`config.mk`:
```
export PLATFORM = sky130hd
export DESIGN_NAME = lqa_limit_access
export DESIGN_NICKNAME = d
export VERILOG_FILES = /design/src/pkg/lqa_pkg.sv /design/src/logic/lqa_limit_access.sv /design/src/logic/lqa_compare.sv
export SDC_FILE = /design/constraint.sdc
export NUM_CORES = 1
export LEC_CHECK = 0
export CORE_MARGIN = 5
export CORE_UTILIZATION = 67
export CTS_BUF_LIST = sky130_fd_sc_hd__clkbuf_4 sky130_fd_sc_hd__clkbuf_8
export CTS_CLUSTER_SIZE = 28
export DETAILED_ROUTE_END_ITERATION = 10
export DONT_BUFFER_PORTS = 1
export PLACE_DENSITY = 0.83
export RECOVER_POWER = 50
export SYNTH_ARGS = -nofsm -noshare
export SYNTH_HDL_FRONTEND = slang
export SYNTH_SLANG_ARGS = --single-unit
```
`constraint.sdc`:
```
create_clock -name CLOCK_IN -period 2.4 [get_ports CLOCK_IN]
set_input_delay 0.24 -clock CLOCK_IN [delete_from_list [all_inputs] [get_ports CLOCK_IN]]
set_output_delay 0.24 -clock CLOCK_IN [all_outputs]
set_load 0.02 [all_outputs]
```
`src/pkg/lqa_pkg.sv`:
```
package lqa_pkg;
   localparam int DATA_W = 32;
   localparam int ADDR_W = 8;
   localparam int LIM_W = 8;
   localparam int NUM_PARAM = 5;
   localparam int NUM_LIMIT = 10;
   localparam int NUM_WARN = 10;
   localparam int RESP_W = 2;
   // Byte addresses: printed 1eh is not a multiple of four, so index*4
   localparam logic [7:0] IDX_ACCESS = 8'h1e;
   localparam logic [7:0] IDX_MONITOR = 8'h1d;
   localparam logic [7:0] IDX_INT_STATUS = 8'h20;
   localparam logic [7:0] IDX_INT_ENABLE = 8'h21;
   localparam logic [7:0] IDX_INT_CLEAR = 8'h22;
   localparam logic [ADDR_W-1:0] ADDR_ACCESS = {IDX_ACCESS[5:0], 2'b00};
   localparam logic [ADDR_W-1:0] ADDR_MONITOR = {IDX_MONITOR[5:0], 2'b00};
   localparam logic [ADDR_W-1:0] ADDR_INT_STATUS =
      {IDX_INT_STATUS[5:0], 2'b00};
   localparam logic [ADDR_W-1:0] ADDR_INT_ENABLE =
      {IDX_INT_ENABLE[5:0], 2'b00};
   localparam logic [ADDR_W-1:0] ADDR_INT_CLEAR = {IDX_INT_CLEAR[5:0], 2'b00};
   // Access register fields, monitor enable bit and other constants
   localparam int SAMPLE_BIT = 13;
   localparam int STROBE_BIT = 12;
   localparam int PSEL_HI = 11;
   localparam int PSEL_LO = 9;
   localparam int HL_BIT = 8;
   localparam int LDATA_HI = 7;
   localparam int MON_EN_BIT = 15;
   localparam logic [15:0] ACCESS_RESET = 16'h0000;
   localparam logic [15:0] ACCESS_MASK = 16'h3eff;
   localparam logic [2:0] PSEL_MAX = 3'h4;
   localparam logic [LIM_W-1:0] LIM_MIN = 8'h00;
   localparam logic [LIM_W-1:0] LIM_MAX = 8'hff;
   localparam logic [1:0] RESP_OKAY = 2'h0;
   localparam logic [1:0] RESP_SLVERR = 2'h2;

   typedef struct packed
   {
      logic [2:0] psel;
      logic hl;
      logic sample;
      logic [LIM_W-1:0] ldata;
   } lqa_access_s;

   typedef struct packed
   {
      logic [NUM_PARAM-1:0][LIM_W-1:0] live;
      logic link_100_up;
      logic powered_down;
   } lqa_phy_s;

   typedef struct packed
   {
      logic [NUM_LIMIT-1:0][LIM_W-1:0] lim;
      logic [NUM_WARN-1:0] warn;
   } lqa_cmp_s;
endpackage

```
`src/logic/lqa_limit_access.sv`:
```
// Design decision made here: the AXI4-Lite slave port.
`timescale 1ns/1ps
// Notes on behaviour
// RULE_01: Limit writes are ignored while the device is powered down.
// RULE_02: Access bits 15:14 ignore writes and read zero.
// RULE_03: Setting the sample bit captures the selected live parameter.
// RULE_04: Strobe stores data field into limit addressed by both selectors.
// RULE_05: Strobe bit never stores a one and always reads zero.
// RULE_06: Selector codes 0..4 pick C1, gain, wander, offset, control.
// RULE_07: One selector serves both sampling and limit access.
// RULE_08: High/low bit picks low (0) or high (1) limit; ten limits.
// RULE_09: With sampling off, data field is the value stored by strobe.
// RULE_10: With sampling off, data field reads the addressed limit.
// RULE_11: With sampling on, data field reads the captured parameter.
// RULE_12: Captured value stays frozen until a new sampling sequence.
// RULE_13: Monitor compares only while enabled with a 100 Mb link up.
// RULE_14: A limit at min or max value disables that comparison.
// RULE_15: Crossing a limit sets its warning flag and may interrupt.
// RULE_16: Reading monitor control clears all warning flags; the code keeps set any flag whose limit is crossed in the read cycle.
// RULE_17: Selector codes 5..7 address no limit; writes drop, reads zero.
// RULE_18: Ten 8-bit limits reset to zero with the access fields.
module lqa_limit_access
(
   // Clock and reset
   input wire logic CLOCK_IN,
   input wire logic RSTN_IN,
   // Receiver status
   input wire lqa_pkg::lqa_phy_s PHY_IN,
   // AXI4-Lite write address
   input wire logic AWVALID_IN,
   input wire logic [lqa_pkg::ADDR_W-1:0] AWADDR_IN,
   output logic AWREADY_OUT,
   // AXI4-Lite write data
   input wire logic WVALID_IN,
   input wire logic [lqa_pkg::DATA_W-1:0] WDATA_IN,
   input wire logic [3:0] WSTRB_IN,
   output logic WREADY_OUT,
   // AXI4-Lite write response
   output logic BVALID_OUT,
   output logic [lqa_pkg::RESP_W-1:0] BRESP_OUT,
   input wire logic BREADY_IN,
   // AXI4-Lite read address
   input wire logic ARVALID_IN,
   input wire logic [lqa_pkg::ADDR_W-1:0] ARADDR_IN,
   output logic ARREADY_OUT,
   // AXI4-Lite read data
   output logic RVALID_OUT,
   output logic [lqa_pkg::DATA_W-1:0] RDATA_OUT,
   output logic [lqa_pkg::RESP_W-1:0] RRESP_OUT,
   input wire logic RREADY_IN,
   // Interrupt
   output logic IRQ_OUT
);
   typedef struct packed
   {
      logic aw_have;
      logic [lqa_pkg::ADDR_W-1:0] aw_addr;
      logic w_have;
      logic [lqa_pkg::DATA_W-1:0] w_data;
      logic [3:0] w_strb;
      logic bvalid;
      logic [lqa_pkg::RESP_W-1:0] bresp;
      logic rvalid;
      logic [lqa_pkg::DATA_W-1:0] rdata;
      logic [lqa_pkg::RESP_W-1:0] rresp;
      lqa_pkg::lqa_access_s acc;
      logic [lqa_pkg::LIM_W-1:0] captured;
      logic mon_en;
      lqa_pkg::lqa_cmp_s cmp;
      logic [lqa_pkg::NUM_WARN-1:0] int_status;
      logic [lqa_pkg::NUM_WARN-1:0] int_enable;
   } lqa_state_s;

   lqa_state_s st_r;
   lqa_state_s st_nxt;
   logic [lqa_pkg::NUM_WARN-1:0] hit;
   logic [lqa_pkg::NUM_WARN-1:0] warn_rise;
   logic [15:0] access_word;
   logic [15:0] wr_half;
   logic [3:0] lim_idx;
   logic lim_valid;
   logic do_write;
   logic do_read;

   ////////////////////////////////////////////////////////////////////////
   lqa_compare u_compare
   (
      .enable_in(st_r.mon_en),
      .phy_in(PHY_IN),
      .lim_in(st_r.cmp.lim),
      .hit_out(hit)
   );

   ////////////////////////////////////////////////////////////////////////
   assign AWREADY_OUT = !st_r.aw_have && !st_r.bvalid;
   assign WREADY_OUT = !st_r.w_have && !st_r.bvalid;
   assign ARREADY_OUT = !st_r.rvalid;
   assign BVALID_OUT = st_r.bvalid;
   assign BRESP_OUT = st_r.bresp;
   assign RVALID_OUT = st_r.rvalid;
   assign RDATA_OUT = st_r.rdata;
   assign RRESP_OUT = st_r.rresp;
   // Level output, any enabled sticky status bit
   assign IRQ_OUT = |(st_r.int_status & st_r.int_enable); //RULE_15

   assign lim_valid = st_r.acc.psel <= lqa_pkg::PSEL_MAX; //RULE_17
   assign lim_idx = {st_r.acc.psel, st_r.acc.hl}; //RULE_07 RULE_08
   assign do_write = st_r.aw_have && st_r.w_have && !st_r.bvalid;
   assign do_read = ARVALID_IN && ARREADY_OUT;
   // Only a new warning raises a status bit; a held one must not re-arm
   assign warn_rise = hit & ~st_r.cmp.warn;

   always_comb
   begin
      access_word = '0; //RULE_02 RULE_05
      access_word[lqa_pkg::SAMPLE_BIT] = st_r.acc.sample;
      access_word[lqa_pkg::PSEL_HI:lqa_pkg::PSEL_LO] = st_r.acc.psel;
      access_word[lqa_pkg::HL_BIT] = st_r.acc.hl;
      if (st_r.acc.sample)
      begin
         access_word[lqa_pkg::LDATA_HI:0] = st_r.captured; //RULE_11
      end
      else if (lim_valid)
      begin
         access_word[lqa_pkg::LDATA_HI:0] = st_r.cmp.lim[lim_idx]; //RULE_10
      end
   end

   // Only the low half-word lanes carry the 16-bit registers
   always_comb
   begin
      for (int i = 0; i < 2; i++)
      begin
         wr_half[8*i +: 8] = st_r.w_strb[i] ? st_r.w_data[8*i +: 8] : 8'h00;
      end
   end

   ////////////////////////////////////////////////////////////////////////
   always_comb
   begin
      logic [3:0] widx;
      logic [15:0] nw;
      widx = '0;
      nw = '0;
      st_nxt = st_r;
      // Sticky bits: hardware set wins over the software clear below
      st_nxt.cmp.warn = st_r.cmp.warn | hit; //RULE_15
      if (AWVALID_IN && AWREADY_OUT)
      begin
         st_nxt.aw_have = 1'b1;
         st_nxt.aw_addr = AWADDR_IN;
      end
      if (WVALID_IN && WREADY_OUT)
      begin
         st_nxt.w_have = 1'b1;
         st_nxt.w_data = WDATA_IN;
         st_nxt.w_strb = WSTRB_IN;
      end
      if (BVALID_OUT && BREADY_IN)
      begin
         st_nxt.bvalid = 1'b0;
      end
      if (RVALID_OUT && RREADY_IN)
      begin
         st_nxt.rvalid = 1'b0;
      end
      if (do_write)
      begin
         st_nxt.aw_have = 1'b0;
         st_nxt.w_have = 1'b0;
         st_nxt.bvalid = 1'b1;
         st_nxt.bresp = lqa_pkg::RESP_OKAY;
         // Written lanes replace the field; a zero must be able to clear
         nw = wr_half;
         if (!st_r.w_strb[1])
         begin
            nw[15:8] = access_word[15:8];
         end
         if (!st_r.w_strb[0])
         begin
            nw[7:0] = st_r.acc.ldata;
         end
         unique case (st_r.aw_addr)
            lqa_pkg::ADDR_ACCESS:
            begin
               // Bits 15:14 and the strobe are never stored
               st_nxt.acc.sample = nw[lqa_pkg::SAMPLE_BIT];
               st_nxt.acc.psel = nw[lqa_pkg::PSEL_HI:lqa_pkg::PSEL_LO];
               st_nxt.acc.hl = nw[lqa_pkg::HL_BIT];
               st_nxt.acc.ldata = nw[lqa_pkg::LDATA_HI:0]; //RULE_09
               // Rising sample bit starts a new capture, then it freezes
               if (nw[lqa_pkg::SAMPLE_BIT] && !st_r.acc.sample)
               begin
                  st_nxt.captured =
                     PHY_IN.live[nw[lqa_pkg::PSEL_HI:lqa_pkg::PSEL_LO]]; //RULE_03 RULE_12 RULE_06
                  if (nw[lqa_pkg::PSEL_HI:lqa_pkg::PSEL_LO] >
                      lqa_pkg::PSEL_MAX)
                  begin
                     st_nxt.captured = '0;
                  end
               end
               widx = {nw[lqa_pkg::PSEL_HI:lqa_pkg::PSEL_LO],
                       nw[lqa_pkg::HL_BIT]};
               if (nw[lqa_pkg::STROBE_BIT] && !PHY_IN.powered_down //RULE_01
                   && nw[lqa_pkg::PSEL_HI:lqa_pkg::PSEL_LO] <=
                      lqa_pkg::PSEL_MAX) //RULE_17
               begin
                  st_nxt.cmp.lim[widx] = nw[lqa_pkg::LDATA_HI:0]; //RULE_04
               end
            end
            lqa_pkg::ADDR_MONITOR:
            begin
               st_nxt.mon_en = nw[lqa_pkg::MON_EN_BIT];
            end
            lqa_pkg::ADDR_INT_ENABLE:
            begin
               st_nxt.int_enable = nw[lqa_pkg::NUM_WARN-1:0];
            end
            lqa_pkg::ADDR_INT_CLEAR:
            begin
               st_nxt.int_status = st_r.int_status &
                  ~nw[lqa_pkg::NUM_WARN-1:0];
            end
            lqa_pkg::ADDR_INT_STATUS:
            begin
            end
            default:
            begin
               st_nxt.bresp = lqa_pkg::RESP_SLVERR;
            end
         endcase
      end
      if (do_read)
      begin
         st_nxt.rvalid = 1'b1;
         st_nxt.rresp = lqa_pkg::RESP_OKAY;
         st_nxt.rdata = '0;
         unique case (ARADDR_IN)
            lqa_pkg::ADDR_ACCESS:
            begin
               st_nxt.rdata[15:0] = access_word;
            end
            lqa_pkg::ADDR_MONITOR:
            begin
               st_nxt.rdata[lqa_pkg::MON_EN_BIT] = st_r.mon_en;
               st_nxt.rdata[lqa_pkg::NUM_WARN-1:0] = st_r.cmp.warn;
               // Clear on read; a crossing in this cycle stays flagged
               st_nxt.cmp.warn = hit; //RULE_16
            end
            lqa_pkg::ADDR_INT_STATUS:
            begin
               st_nxt.rdata[lqa_pkg::NUM_WARN-1:0] = st_r.int_status;
            end
            lqa_pkg::ADDR_INT_ENABLE:
            begin
               st_nxt.rdata[lqa_pkg::NUM_WARN-1:0] = st_r.int_enable;
            end
            lqa_pkg::ADDR_INT_CLEAR:
            begin
            end
            default:
            begin
               st_nxt.rresp = lqa_pkg::RESP_SLVERR;
            end
         endcase
      end
      st_nxt.int_status = st_nxt.int_status | warn_rise; //RULE_15
   end

   always_ff @(posedge CLOCK_IN)
   begin
      if (!RSTN_IN)
      begin
         st_r <= '0; //RULE_18
      end
      else
      begin
         st_r <= st_nxt;
      end
   end

   ////////////////////////////////////////////////////////////////////////
   logic wr_acc;
   assign wr_acc = do_write && st_r.aw_addr == lqa_pkg::ADDR_ACCESS;

   property p_pd_block;
      @(posedge CLOCK_IN) disable iff (!RSTN_IN)
      PHY_IN.powered_down |=> $stable(st_r.cmp.lim);
   endproperty
   a_pd_block: assert property (p_pd_block) //RULE_01
      else $error("limit changed while powered down");

   property p_top_zero;
      @(posedge CLOCK_IN) disable iff (!RSTN_IN)
      do_read && ARADDR_IN == lqa_pkg::ADDR_ACCESS
      |=> RDATA_OUT[15:14] == 2'h0;
   endproperty
   a_top_zero: assert property (p_top_zero) //RULE_02
      else $error("reserved bits read nonzero");

   property p_strobe_zero;
      @(posedge CLOCK_IN) disable iff (!RSTN_IN)
      do_read && ARADDR_IN == lqa_pkg::ADDR_ACCESS
      |=> RDATA_OUT[lqa_pkg::STROBE_BIT] == 1'b0;
   endproperty
   a_strobe_zero: assert property (p_strobe_zero) //RULE_05
      else $error("strobe bit read back as one");

   property p_frozen;
      @(posedge CLOCK_IN) disable iff (!RSTN_IN)
      st_r.acc.sample ##1 st_r.acc.sample |-> $stable(st_r.captured);
   endproperty
   a_frozen: assert property (p_frozen) //RULE_12
      else $error("captured value moved while frozen");

   property p_sample_read;
      @(posedge CLOCK_IN) disable iff (!RSTN_IN)
      do_read && ARADDR_IN == lqa_pkg::ADDR_ACCESS && st_r.acc.sample
      |=> RDATA_OUT[lqa_pkg::LDATA_HI:0] == $past(st_r.captured);
   endproperty
   a_sample_read: assert property (p_sample_read) //RULE_11
      else $error("sample read did not return capture");

   property p_store;
      @(posedge CLOCK_IN) disable iff (!RSTN_IN)
      wr_acc && (&st_r.w_strb[1:0]) && st_r.w_data[lqa_pkg::STROBE_BIT]
      && !PHY_IN.powered_down
      && st_r.w_data[lqa_pkg::PSEL_HI:lqa_pkg::PSEL_LO] <= lqa_pkg::PSEL_MAX
      |=> st_r.cmp.lim[$past(st_r.w_data[11:8])] == $past(st_r.w_data[7:0]);
   endproperty
   a_store: assert property (p_store) //RULE_04
      else $error("limit not stored by strobe");

   property p_gate;
      @(posedge CLOCK_IN) disable iff (!RSTN_IN)
      !PHY_IN.link_100_up || !st_r.mon_en |-> hit == '0;
   endproperty
   a_gate: assert property (p_gate) //RULE_13
      else $error("compare active without link or enable");

   property p_irq;
      @(posedge CLOCK_IN) disable iff (!RSTN_IN)
      (warn_rise & st_r.int_enable) != '0 |=> ##[0:1] IRQ_OUT;
   endproperty
   a_irq: assert property (p_irq) //RULE_15
      else $error("warning did not raise interrupt");

   property p_cor;
      @(posedge CLOCK_IN) disable iff (!RSTN_IN)
      do_read && ARADDR_IN == lqa_pkg::ADDR_MONITOR
      |=> st_r.cmp.warn == $past(hit);
   endproperty
   a_cor: assert property (p_cor) //RULE_16
      else $error("warnings not cleared on read");

   c_write: cover property (@(posedge CLOCK_IN) wr_acc);
   c_sample: cover property (@(posedge CLOCK_IN)
      st_r.acc.sample && RVALID_OUT);
   c_irq: cover property (@(posedge CLOCK_IN) $rose(IRQ_OUT));
endmodule // lqa_limit_access

```
`src/logic/lqa_compare.sv`:
```
`timescale 1ns/1ps
// Combinational limit check of the live parameters against stored limits
module lqa_compare
(
   // Inputs
   input wire logic enable_in,
   input wire lqa_pkg::lqa_phy_s phy_in,
   input wire logic [lqa_pkg::NUM_LIMIT-1:0][lqa_pkg::LIM_W-1:0] lim_in,
   // Outputs
   output logic [lqa_pkg::NUM_WARN-1:0] hit_out
);
   genvar g;
   generate
      for (g = 0; g < lqa_pkg::NUM_PARAM; g++)
      begin : g_par
         // Limit at the range end can never be crossed: check is off
         assign hit_out[2*g] = enable_in && phy_in.link_100_up //RULE_13
            && lim_in[2*g] != lqa_pkg::LIM_MIN //RULE_14
            && phy_in.live[g] < lim_in[2*g];
         assign hit_out[2*g+1] = enable_in && phy_in.link_100_up //RULE_13
            && lim_in[2*g+1] != lqa_pkg::LIM_MAX //RULE_14
            && phy_in.live[g] > lim_in[2*g+1];
      end
   endgenerate
endmodule // lqa_compare

```
# ---- Yosys cells after proc, flatten, opt, wreduce, memory -nomap -nowiden
# Index checks and enable logic that the tools add are counted.
dict set report word_totals {
  reg_bits 182
  input_bits 101
  output_inout_bits 42
  word_cells 153
}
dict set report op_classes {
  order_cmp 17
  n_eq_ne 15
  muxes 28
  bitwise 8
  n_reduce_logical 56
}
# cell count
set op_table {}
lappend op_table {{bitwise mux 80 bit} 1}
lappend op_table {{2-to-1 mux 8 bit} 10}
lappend op_table {{== test 8 bit (second input constant)} 6}
lappend op_table {{greater-than comparator 8 bit} 5}
lappend op_table {{< comparator 8 bit} 5}
lappend op_table {{2-to-1 mux 10 bit} 4}
lappend op_table {{!= test 8 bit (second input constant)} 5}
lappend op_table {{case mux 10 bit (4 select lines)} 1}
lappend op_table {{nonzero test 8 bit} 5}
lappend op_table {{2-to-1 mux 35 bit} 1}
lappend op_table {{logical AND 1 bit} 34}
lappend op_table {{binary-select mux 8 bit (select 4 bit)} 1}
lappend op_table {{demux 8 bit (select 4 bit)} 1}
lappend op_table {{== test 8 x 7 -> 1 bit (second input constant)} 4}
lappend op_table {{bitwise AND 10 bit} 3}
lappend op_table {{binary-select mux 8 bit (select 3 bit)} 1}
lappend op_table {{2-to-1 mux 20 bit} 1}
lappend op_table {{inverter 10 bit} 2}
lappend op_table {{bitwise OR 10 bit} 2}
lappend op_table {{< comparator 4 x 5 -> 1 bit (second input constant)} 2}
lappend op_table {{OR reduction 10 bit} 1}
lappend op_table {{OR reduction 5 bit} 2}
lappend op_table {{less-or-equal comparator 3 bit (second input constant)} 2}
lappend op_table {{zero test 1 bit} 6}
lappend op_table {{other kinds (12)} 19}

# ---- Logic depth before layout (Yosys ltp)
# Gate-level depths: netlist (run 1).
dict set report logic_depth {
  depth_word 8
  ltp_mapped 8
}

# ---- By module
# Synthesis (run 1) repeated with hierarchy kept, for this count alone.
dict set report hier_totals {
  hier_cells 1246
  area_unflattened_um2 11045.6
}
# module n_inst cells_each area_per_inst_um2 seq_area_each_um2
set modules_own_cells {}
lappend modules_own_cells {lqa_limit_access 1 950 8962.3 3543.4}
lappend modules_own_cells {lqa_compare 1 296 2083.2 0.0}

# ---- Worst setup path after synthesis (run 1)
# OpenSTA, ideal clock, no wires.
dict set report synth_timing {
  kind {register -> register}
  from {register st_r, in the netlist access_word[10]}
  to {register st_r, in the netlist RDATA_OUT[3]}
  setup_time_ns 0.131
  t_arrival_ns 1.649
  required_time_ns 2.269
  setup_slack_ns 0.621
  stages_incl_launch_ff 7
  path_buffers 1
  period_less_slack_ns 1.779
  cell_sequence {dfxtp_1 buf_2 mux4_2 a2bb2oi_1 a221o_1 a221oi_1 nor3_1}
}
dict set report synth_via {
  elab_chain_len 5
  elab_cells_between_ends 6
}
# element line
set synth_rtl {}
lappend synth_rtl {{start: declaration} lqa_limit_access.sv:74} ;# lqa_state_s st_r;
lappend synth_rtl {{start signal: assignment} lqa_limit_access.sv:278} ;# st_r <= st_nxt;
lappend synth_rtl {{binary-select mux 8 bit (select 4 bit)} lqa_limit_access.sv:125} ;# access_word[lqa_pkg::LDATA_HI:0] = st_r.cmp.lim[lim_idx];
lappend synth_rtl {{2-to-1 mux 8 bit (not written as such)} lqa_limit_access.sv:125}
lappend synth_rtl {{2-to-1 mux 8 bit *} lqa_limit_access.sv:123} ;# else if (lim_valid)
lappend synth_rtl {{2-to-1 mux 8 bit *} lqa_limit_access.sv:119} ;# if (st_r.acc.sample)
lappend synth_rtl {{case mux 10 bit (4 select lines) *} lqa_limit_access.sv:238} ;# unique case (ARADDR_IN)
# Every way passes the cells marked *; elsewhere a longest branch is shown, timed or not. The select of a mux whose other input is x is not followed.
# A chain may end at the register's enable or synchronous reset.

# ---- Final worst setup path (run 1)
dict set report layout_timing {
  from {register st_r[207] (netlist name)}
  to {register st_r[75] (netlist name)}
}
dict set report layout_via {
  elab_chain_len 2
}
# element line
set layout_rtl {}
lappend layout_rtl {{== test 8 x 7 -> 1 bit} lqa_limit_access.sv:183} ;# unique case (st_r.aw_addr)
lappend layout_rtl {{AND reduction 3 bit (no line)} -}
# Every way passes these cells.

==> results of run 1 <==
worst max-delay path, stage by stage (launching register included):
cell      delay [ps]
dfxtp_1          360
nor4b_4          470
nand4_1          270
nand3b_1         580
mux2i_1          370
nor2_1            70
registers in the layout (all words and copies together), names as in the netlist:
| signal | cells |
|---|---|
| BRESP_OUT | 1 |
| BVALID_OUT | 1 |
| RDATA_OUT | 14 |
| RRESP_OUT | 1 |
| RVALID_OUT | 1 |
| access_word | 5 |
| st_r | 154 |
cell type report:
cell class	instances	share of cell area [%]
Multi-Input combinational cell	862	54.4
Sequential cell	177	32.0
Inverter	86	2.94
Antenna cell	1	0.0226
Clock inverter	7	0.689
Tap cell	211	2.38
Timing Repair Buffer	58	4.68
Clock buffer	24	2.87
routing by layer:
layer	vias to the layer above	wire, µm	GRT usage [%]
met1	4265	12200	42.5
met2	525	13900	54.3
met3	135	2880	7.82
met4	0	1800	19.3
li1	4233	-	-
met5	-	0	0
path summary, 6_finish.rpt:
kind	end	start	slack, ps	cells after the start
setup / recovery	st_r[75]$_SDFFE_PN0P_	st_r[207]$_SDFFE_PN0P_	150	5
hold reg to reg	st_r[181]$_SDFFE_PN0P_	st_r[181]$_SDFFE_PN0P_	460	2
setup reg to reg	st_r[75]$_SDFFE_PN0P_	st_r[207]$_SDFFE_PN0P_	150	5
hold / removal	st_r[13]$_SDFF_PN0_	RSTN_IN	40	3
kinds of logic (layout without fill, tap and decap cells):
kind of cell / Yosys count / count (layout)
other: 1 / 21
buffers and inverters: 194 / 175
multiplexers: 128 / 128
AND/OR/NAND/NOR: 405 / 405
adder cells (fa/ha/maj): 75 / 75
flip-flops: 177 / 177
AO/OA/AOI/OAI: 234 / 234
repair_timing:
item	CTS	global route
setup endpoints to repair	0	0
hold endpoints to repair	49	0
hold buffers	28	0
layout by cell type, fill, tap and decap left out, types with 14 or more instances in the layout:
master and instances:
inv_1 85, clkbuf_8 22, a21o_1 25, mux2i_1 98, a21oi_1 73, mux4_2 15
dfxtp_1 177, nor2_1 131, nor4_1 14, conb_1 20, ha_1 75, a211oi_1 28
nand3_1 32, o21ai_0 31, dlygate4sd3_1 28, nand4_1 28, buf_4 20, nand2_1 120
through the flow:
step,setup slack [ps],util [%]
6_report,155,72.6
5_1_grt,57.9,72.6
4_1_cts,175,72.8
3_5_place_dp,309,68.3
3_3_place_gp,368,68.3
2_1_floorplan,621,-
report_power, final:
| part | total, W | leakage (nW) | internal (W) | switching, W |
|---|---|---|---|---|
| sequential | 0.00301 | 1.43 | 0.00297 | 0.0000449 |
| clock | 0.00208 | 0.198 | 0.000980 | 0.00110 |
| combinational | 0.000473 | 2.54 | 0.000182 | 0.000291 |
| total | 0.00557 | 4.16 | 0.00413 | 0.00144 |
==> out/results.tsv, run 1 <==
metric	value	unit
cts_max_level	4	
placed_area	10400	µm²
maxSlewHeadroom	38.2	%
p_total	0.00557	W
numClockSinks	177	
clkTransAtPathRegs	90	ps
dp_cells	1366	
numCtsBuffers	17	
root_buffer	clkbuf_8	
synthMostInstantiatedCell	dfxtp_1	
dieArea	18200	µm²
pwr_density_cell	503	nW/µm²
fin_crit_sh	93.6	%
antenna_found_initial	0	
ys.warnings.count	0	
cts_tree	built	
path_max_fanout	8	
grt-ovfl-total	0	
grtUsageTotal	34.1	%
worstSetupStartpointType	register	
cts_resized	0	
tightest_slew	924	ps
async_reset_ff_share	0	%
vias	9158	
cts_setup_buffers	0	
setup-tns-final	0	ps
portBuffers	0	
yosysTopAreaCellShare	34.0	%
synth_flop_cell	dfxtp_1	
grt_start_max_net_pins	62	
yosys-mux-area-fraction	14.3	%
synthCells	1214	
finalNonFillerCells	1426	
synthesis.area	10400	µm²
syn_avg_cell_area	8.59	µm²
setup_viol	0	
hold_slack	40.7	ps
final_cell_area	11100	µm²
synth_edf_count	0	
seq_area	3540	µm²
clockBufferDepth	2	
leakage	4.16	nW
coreArea	15300	µm²
yosys.area_share.xor_xnor	0	%
fin_crit	2250	ps
start_util	68.3	%
min_path_type	primary input to register	
wl_per_cell	21.6	µm
worstPathArrival	2620	ps
vias_per_cell	6.42	
drtIter0Drc	1178	
yosys.area.top_type	dfxtp_1	
multiInputGateArea	6030	µm²
synth_area_leaders	dfxtp_1 34%, mux2i_1 9.5%, ha_1 9.0%	
ys_ff_latch	177	
clock_latency	490	ps
synth-simple-area-share	18.8	%
fmax	0.445	GHz
ant_nets	0	
placementRows	45	
drive_above_1_share	8.15	%
drv_cap	0	
synth-compound-area-share	15.0	%
fillers	1164	
num_io_pins	143	
die_h	135	µm
synthAdderAreaFrac	9.00	%
endpoint_kind	register	
hold_violations	0	
ys_types	65	
fin_nets	1378	
drc_errors	0	
grt_pass1_wl	48100	µm
synth_top_family_by_area	simple AND/OR/NAND/NOR gates	
yosys-top-cells-count	177 x dfxtp_1, 131 x nor2_1, 120 x nand2_1, 99 x mux2i_1, 86 x inv_1	
required	2780	ps
hpwl	22000	µm
routabilityCongestion	1.00	
clock_skew	14.0	ps
grt_pass1_vias	8850	
synthToLayoutAreaGrowth	6.25	%
outcome	completed	
rsz0062_at_grt	false	
crit_type	register to register	
wirelength	30800	µm
seq_area_frac_synth	34.0	%
timing.final.max_slew_violations	0	
first_pass_iters	6	
die_x	135	µm
ir_drop	0.403	mV
No activity file was read; power rests on OpenSTA's default activity.
==> run 2: changes to the inputs <==
GPL_TIMING_DRIVEN = 0   (was unset)
==> out/results.tsv, run 2 (same netlist as run 1, synthesis figures left out) <==
metric	value	unit	change
outcome	completed		
crit_buf_inv	2		+2
fmax	0.424	GHz	-4.8%
path_common_cell	buf_2		
finalCoreUtilization	74.4	%	+1.8 points
cts_tree	built		
vias	9645		+5.3%
clock_latency	480	ps	about the same
drive_above_1_share	8.59	%	+0.44 points
p_total	0.00572	W	+2.7%
grt-ovfl-total	0		unchanged
drv_cap	0		unchanged
setup_viol	0		unchanged
coreArea	15300	µm²	unchanged
hpwl	25300	µm	+15%
top_register	st_r		
num_io_pins	143		unchanged
numClockSinks	177		unchanged
cts_hold_buf	27		-3.6%
fin_nets	1455		+5.6%
rrSetupSlack	40	ps	-110 ps
cts_max_level	4		unchanged
required	2740	ps	-40 ps
placementRows	45		unchanged
maxSlewHeadroom	29.9	%	-8.3 points
worstSetupEndpoint	RDATA_OUT[5]$_SDFFE_PN0P_		
vias_per_cell	6.41		-0.14%
die_h	135	µm	unchanged
hold_violations	0		unchanged
start_util	68.3	%	unchanged
wl_per_cell	22.8	µm	+5.6%
largest_register_ffs	154		unchanged
reg2reg_depth	5		unchanged
leakage	4.34	nW	+4.1%
pwr-share-clk	37.9	%	+0.5 points
routabilityCongestion	1.02		+2.2%
fin_crit	2360	ps	+112 ps
root_buffer	clkbuf_8		
final_common_cell	dfxtp_1		
worst_slack	42.4	ps	-112 ps
seq_area	3540	µm²	unchanged
clock_skew	14.2	ps	+0.211 ps
min_path_type	primary input to register		
timing.final.max_slew_violations	0		unchanged
synthToLayoutAreaGrowth	8.85	%	
seqPwrFrac	52.6	%	-1.6 points
die_x	135	µm	unchanged
worstPathArrival	2700	ps	+80 ps
ir_drop	0.308	mV	-23%
fillers	1208		+3.8%
r2r_end	RDATA_OUT[5]$_SDFFE_PN0P_		
switching_share	26.5	%	+0.74 points
worstSetupStartpoint	access_word[9]$_SDFFE_PN0P_		
wirelength	34300	µm	+11%
ant_nets	0		unchanged
path_max_fanout	10		+2
post-place-ws	79.2	ps	-229 ps
hold_slack	89.5	ps	+48.9 ps
power_switching	0.00152	W	+5.7%
grt_pass1_wl	51800	µm	+7.7%
p_comb_share	9.5	%	+1.0 points
grt_pass1_vias	9105		+2.9%
endpoint_kind	register		
crit_chain	buf_2 > buf_2 > mux4_2 > o311ai_0 > a31oi_1		
rr_startpoint	access_word[9]$_SDFFE_PN0P_		
clockBufferDepth	2		unchanged
dieArea	18200	µm²	unchanged
path_depth	5		unchanged
critical-path-slowest-cell	o311ai_0		
clkTransAtPathRegs	100	ps	about the same
cts_setup_buffers	0		unchanged
multiInputGateArea	5990	µm²	-0.54%
grtUsageTotal	37.4	%	+3.4 points
fin_crit_sh	98.2	%	+4.7 points
cp_slowest_stage_delay	560	ps	-20 ps
path_delay_family	compound AO/OA/AOI/OAI gates		
tightest_slew	1050	ps	+128 ps
internal_power	0.00420	W	+1.7%
final_cell_mix	177 x dfxtp_1, 133 x nor2_1, 120 x nand2_1		
portBuffers	0		unchanged
crit_type	register to register		
drtIter0Drc	1139		-3.3%
worstSetupStartpointType	register		
drc_errors	0		unchanged
cts_resized	0		unchanged
antenna_found_initial	1		+1
grt_start_max_net_pins	17		-73%
pwr_density_cell	504	nW/µm²	+0.27%
first_pass_iters	5		-1
numCtsBuffers	17		unchanged
run 2: cell count changes in the layout (fill, tap and decap cells not counted), moves of 3 or more:
cell,change
mux2_1,+4
buf_12,-3
buf_2,+16
clkbuf_2,+4
clkbuf_8,-3
buf_4,+6
clkbuf_1,+51
buf_1,+3
mux2_2,-4
run 2: worst reg2reg max path, stage by stage (launching register included):
cell and delay, ps:
dfxtp_1 380, buf_2 310, buf_2 400, mux4_2 420, o311ai_0 560, a31oi_1 150
run 2: layer usage:
layer	global-route usage [%]	wire length, µm	share of wire, %	up-vias
li1	-	-	-	4383
met1	46.1	13000	38	4514
met2	59.1	15300	45	596
met3	11.4	3930	11	152
met4	19.3	1960	5.7	0
met5	0	0	0	-
run 2: how the worst min path moves through the flow:
stage / from / to / slack, ps / depth (start not counted)
floorplan: WDATA_IN[0] / st_r[174]$_SDFFE_PN0P_ / 380 / 2
global placement: AWADDR_IN[1] / st_r[208]$_SDFFE_PN0P_ / 380 / 2
detailed placement: WDATA_IN[8] / st_r[182]$_SDFFE_PN0P_ / 380 / 2
CTS: PHY_IN[41] / st_r[29]$_SDFF_PN0_ / 80 / 3
global route: ARADDR_IN[2] / RRESP_OUT[1]$_SDFFE_PN0P_ / 100 / 2
finish: PHY_IN[41] / st_r[29]$_SDFF_PN0_ / 90 / 3
run 2: layout make-up:
type / count / share of cell area, %
sequential: 177 / 31.2
buffer: 108 / 4.73
clock inverter: 10 / 1.11
timing repair buffer: 27 / 2.38
inverter: 86 / 2.85
antenna: 1 / 0.0221
multi-input combinational: 862 / 52.8
clock buffer: 22 / 2.50
tap: 211 / 2.33
run 2: power groups by stage:
stage	combinational (W)	clock [W]	sequential, W
global placement	0.000476	0	0.00307
finish	0.000542	0.00217	0.00301
floorplan	0.000374	0	0.00306
detailed placement	0.000487	0	0.00307
global route	0.000591	0.00228	0.00301
CTS	0.000525	0.00214	0.00300
run 2: per-stage QoR:
stage,std cells,setup TNS (ps),area [µm²]
after floorplan,1233,0,10500
after CTS,1503,0,11400
after global placement,1444,0,10800
after global routing,1504,-4.94,11300
after detailed placement,1444,0,10800
final,1504,0,11300
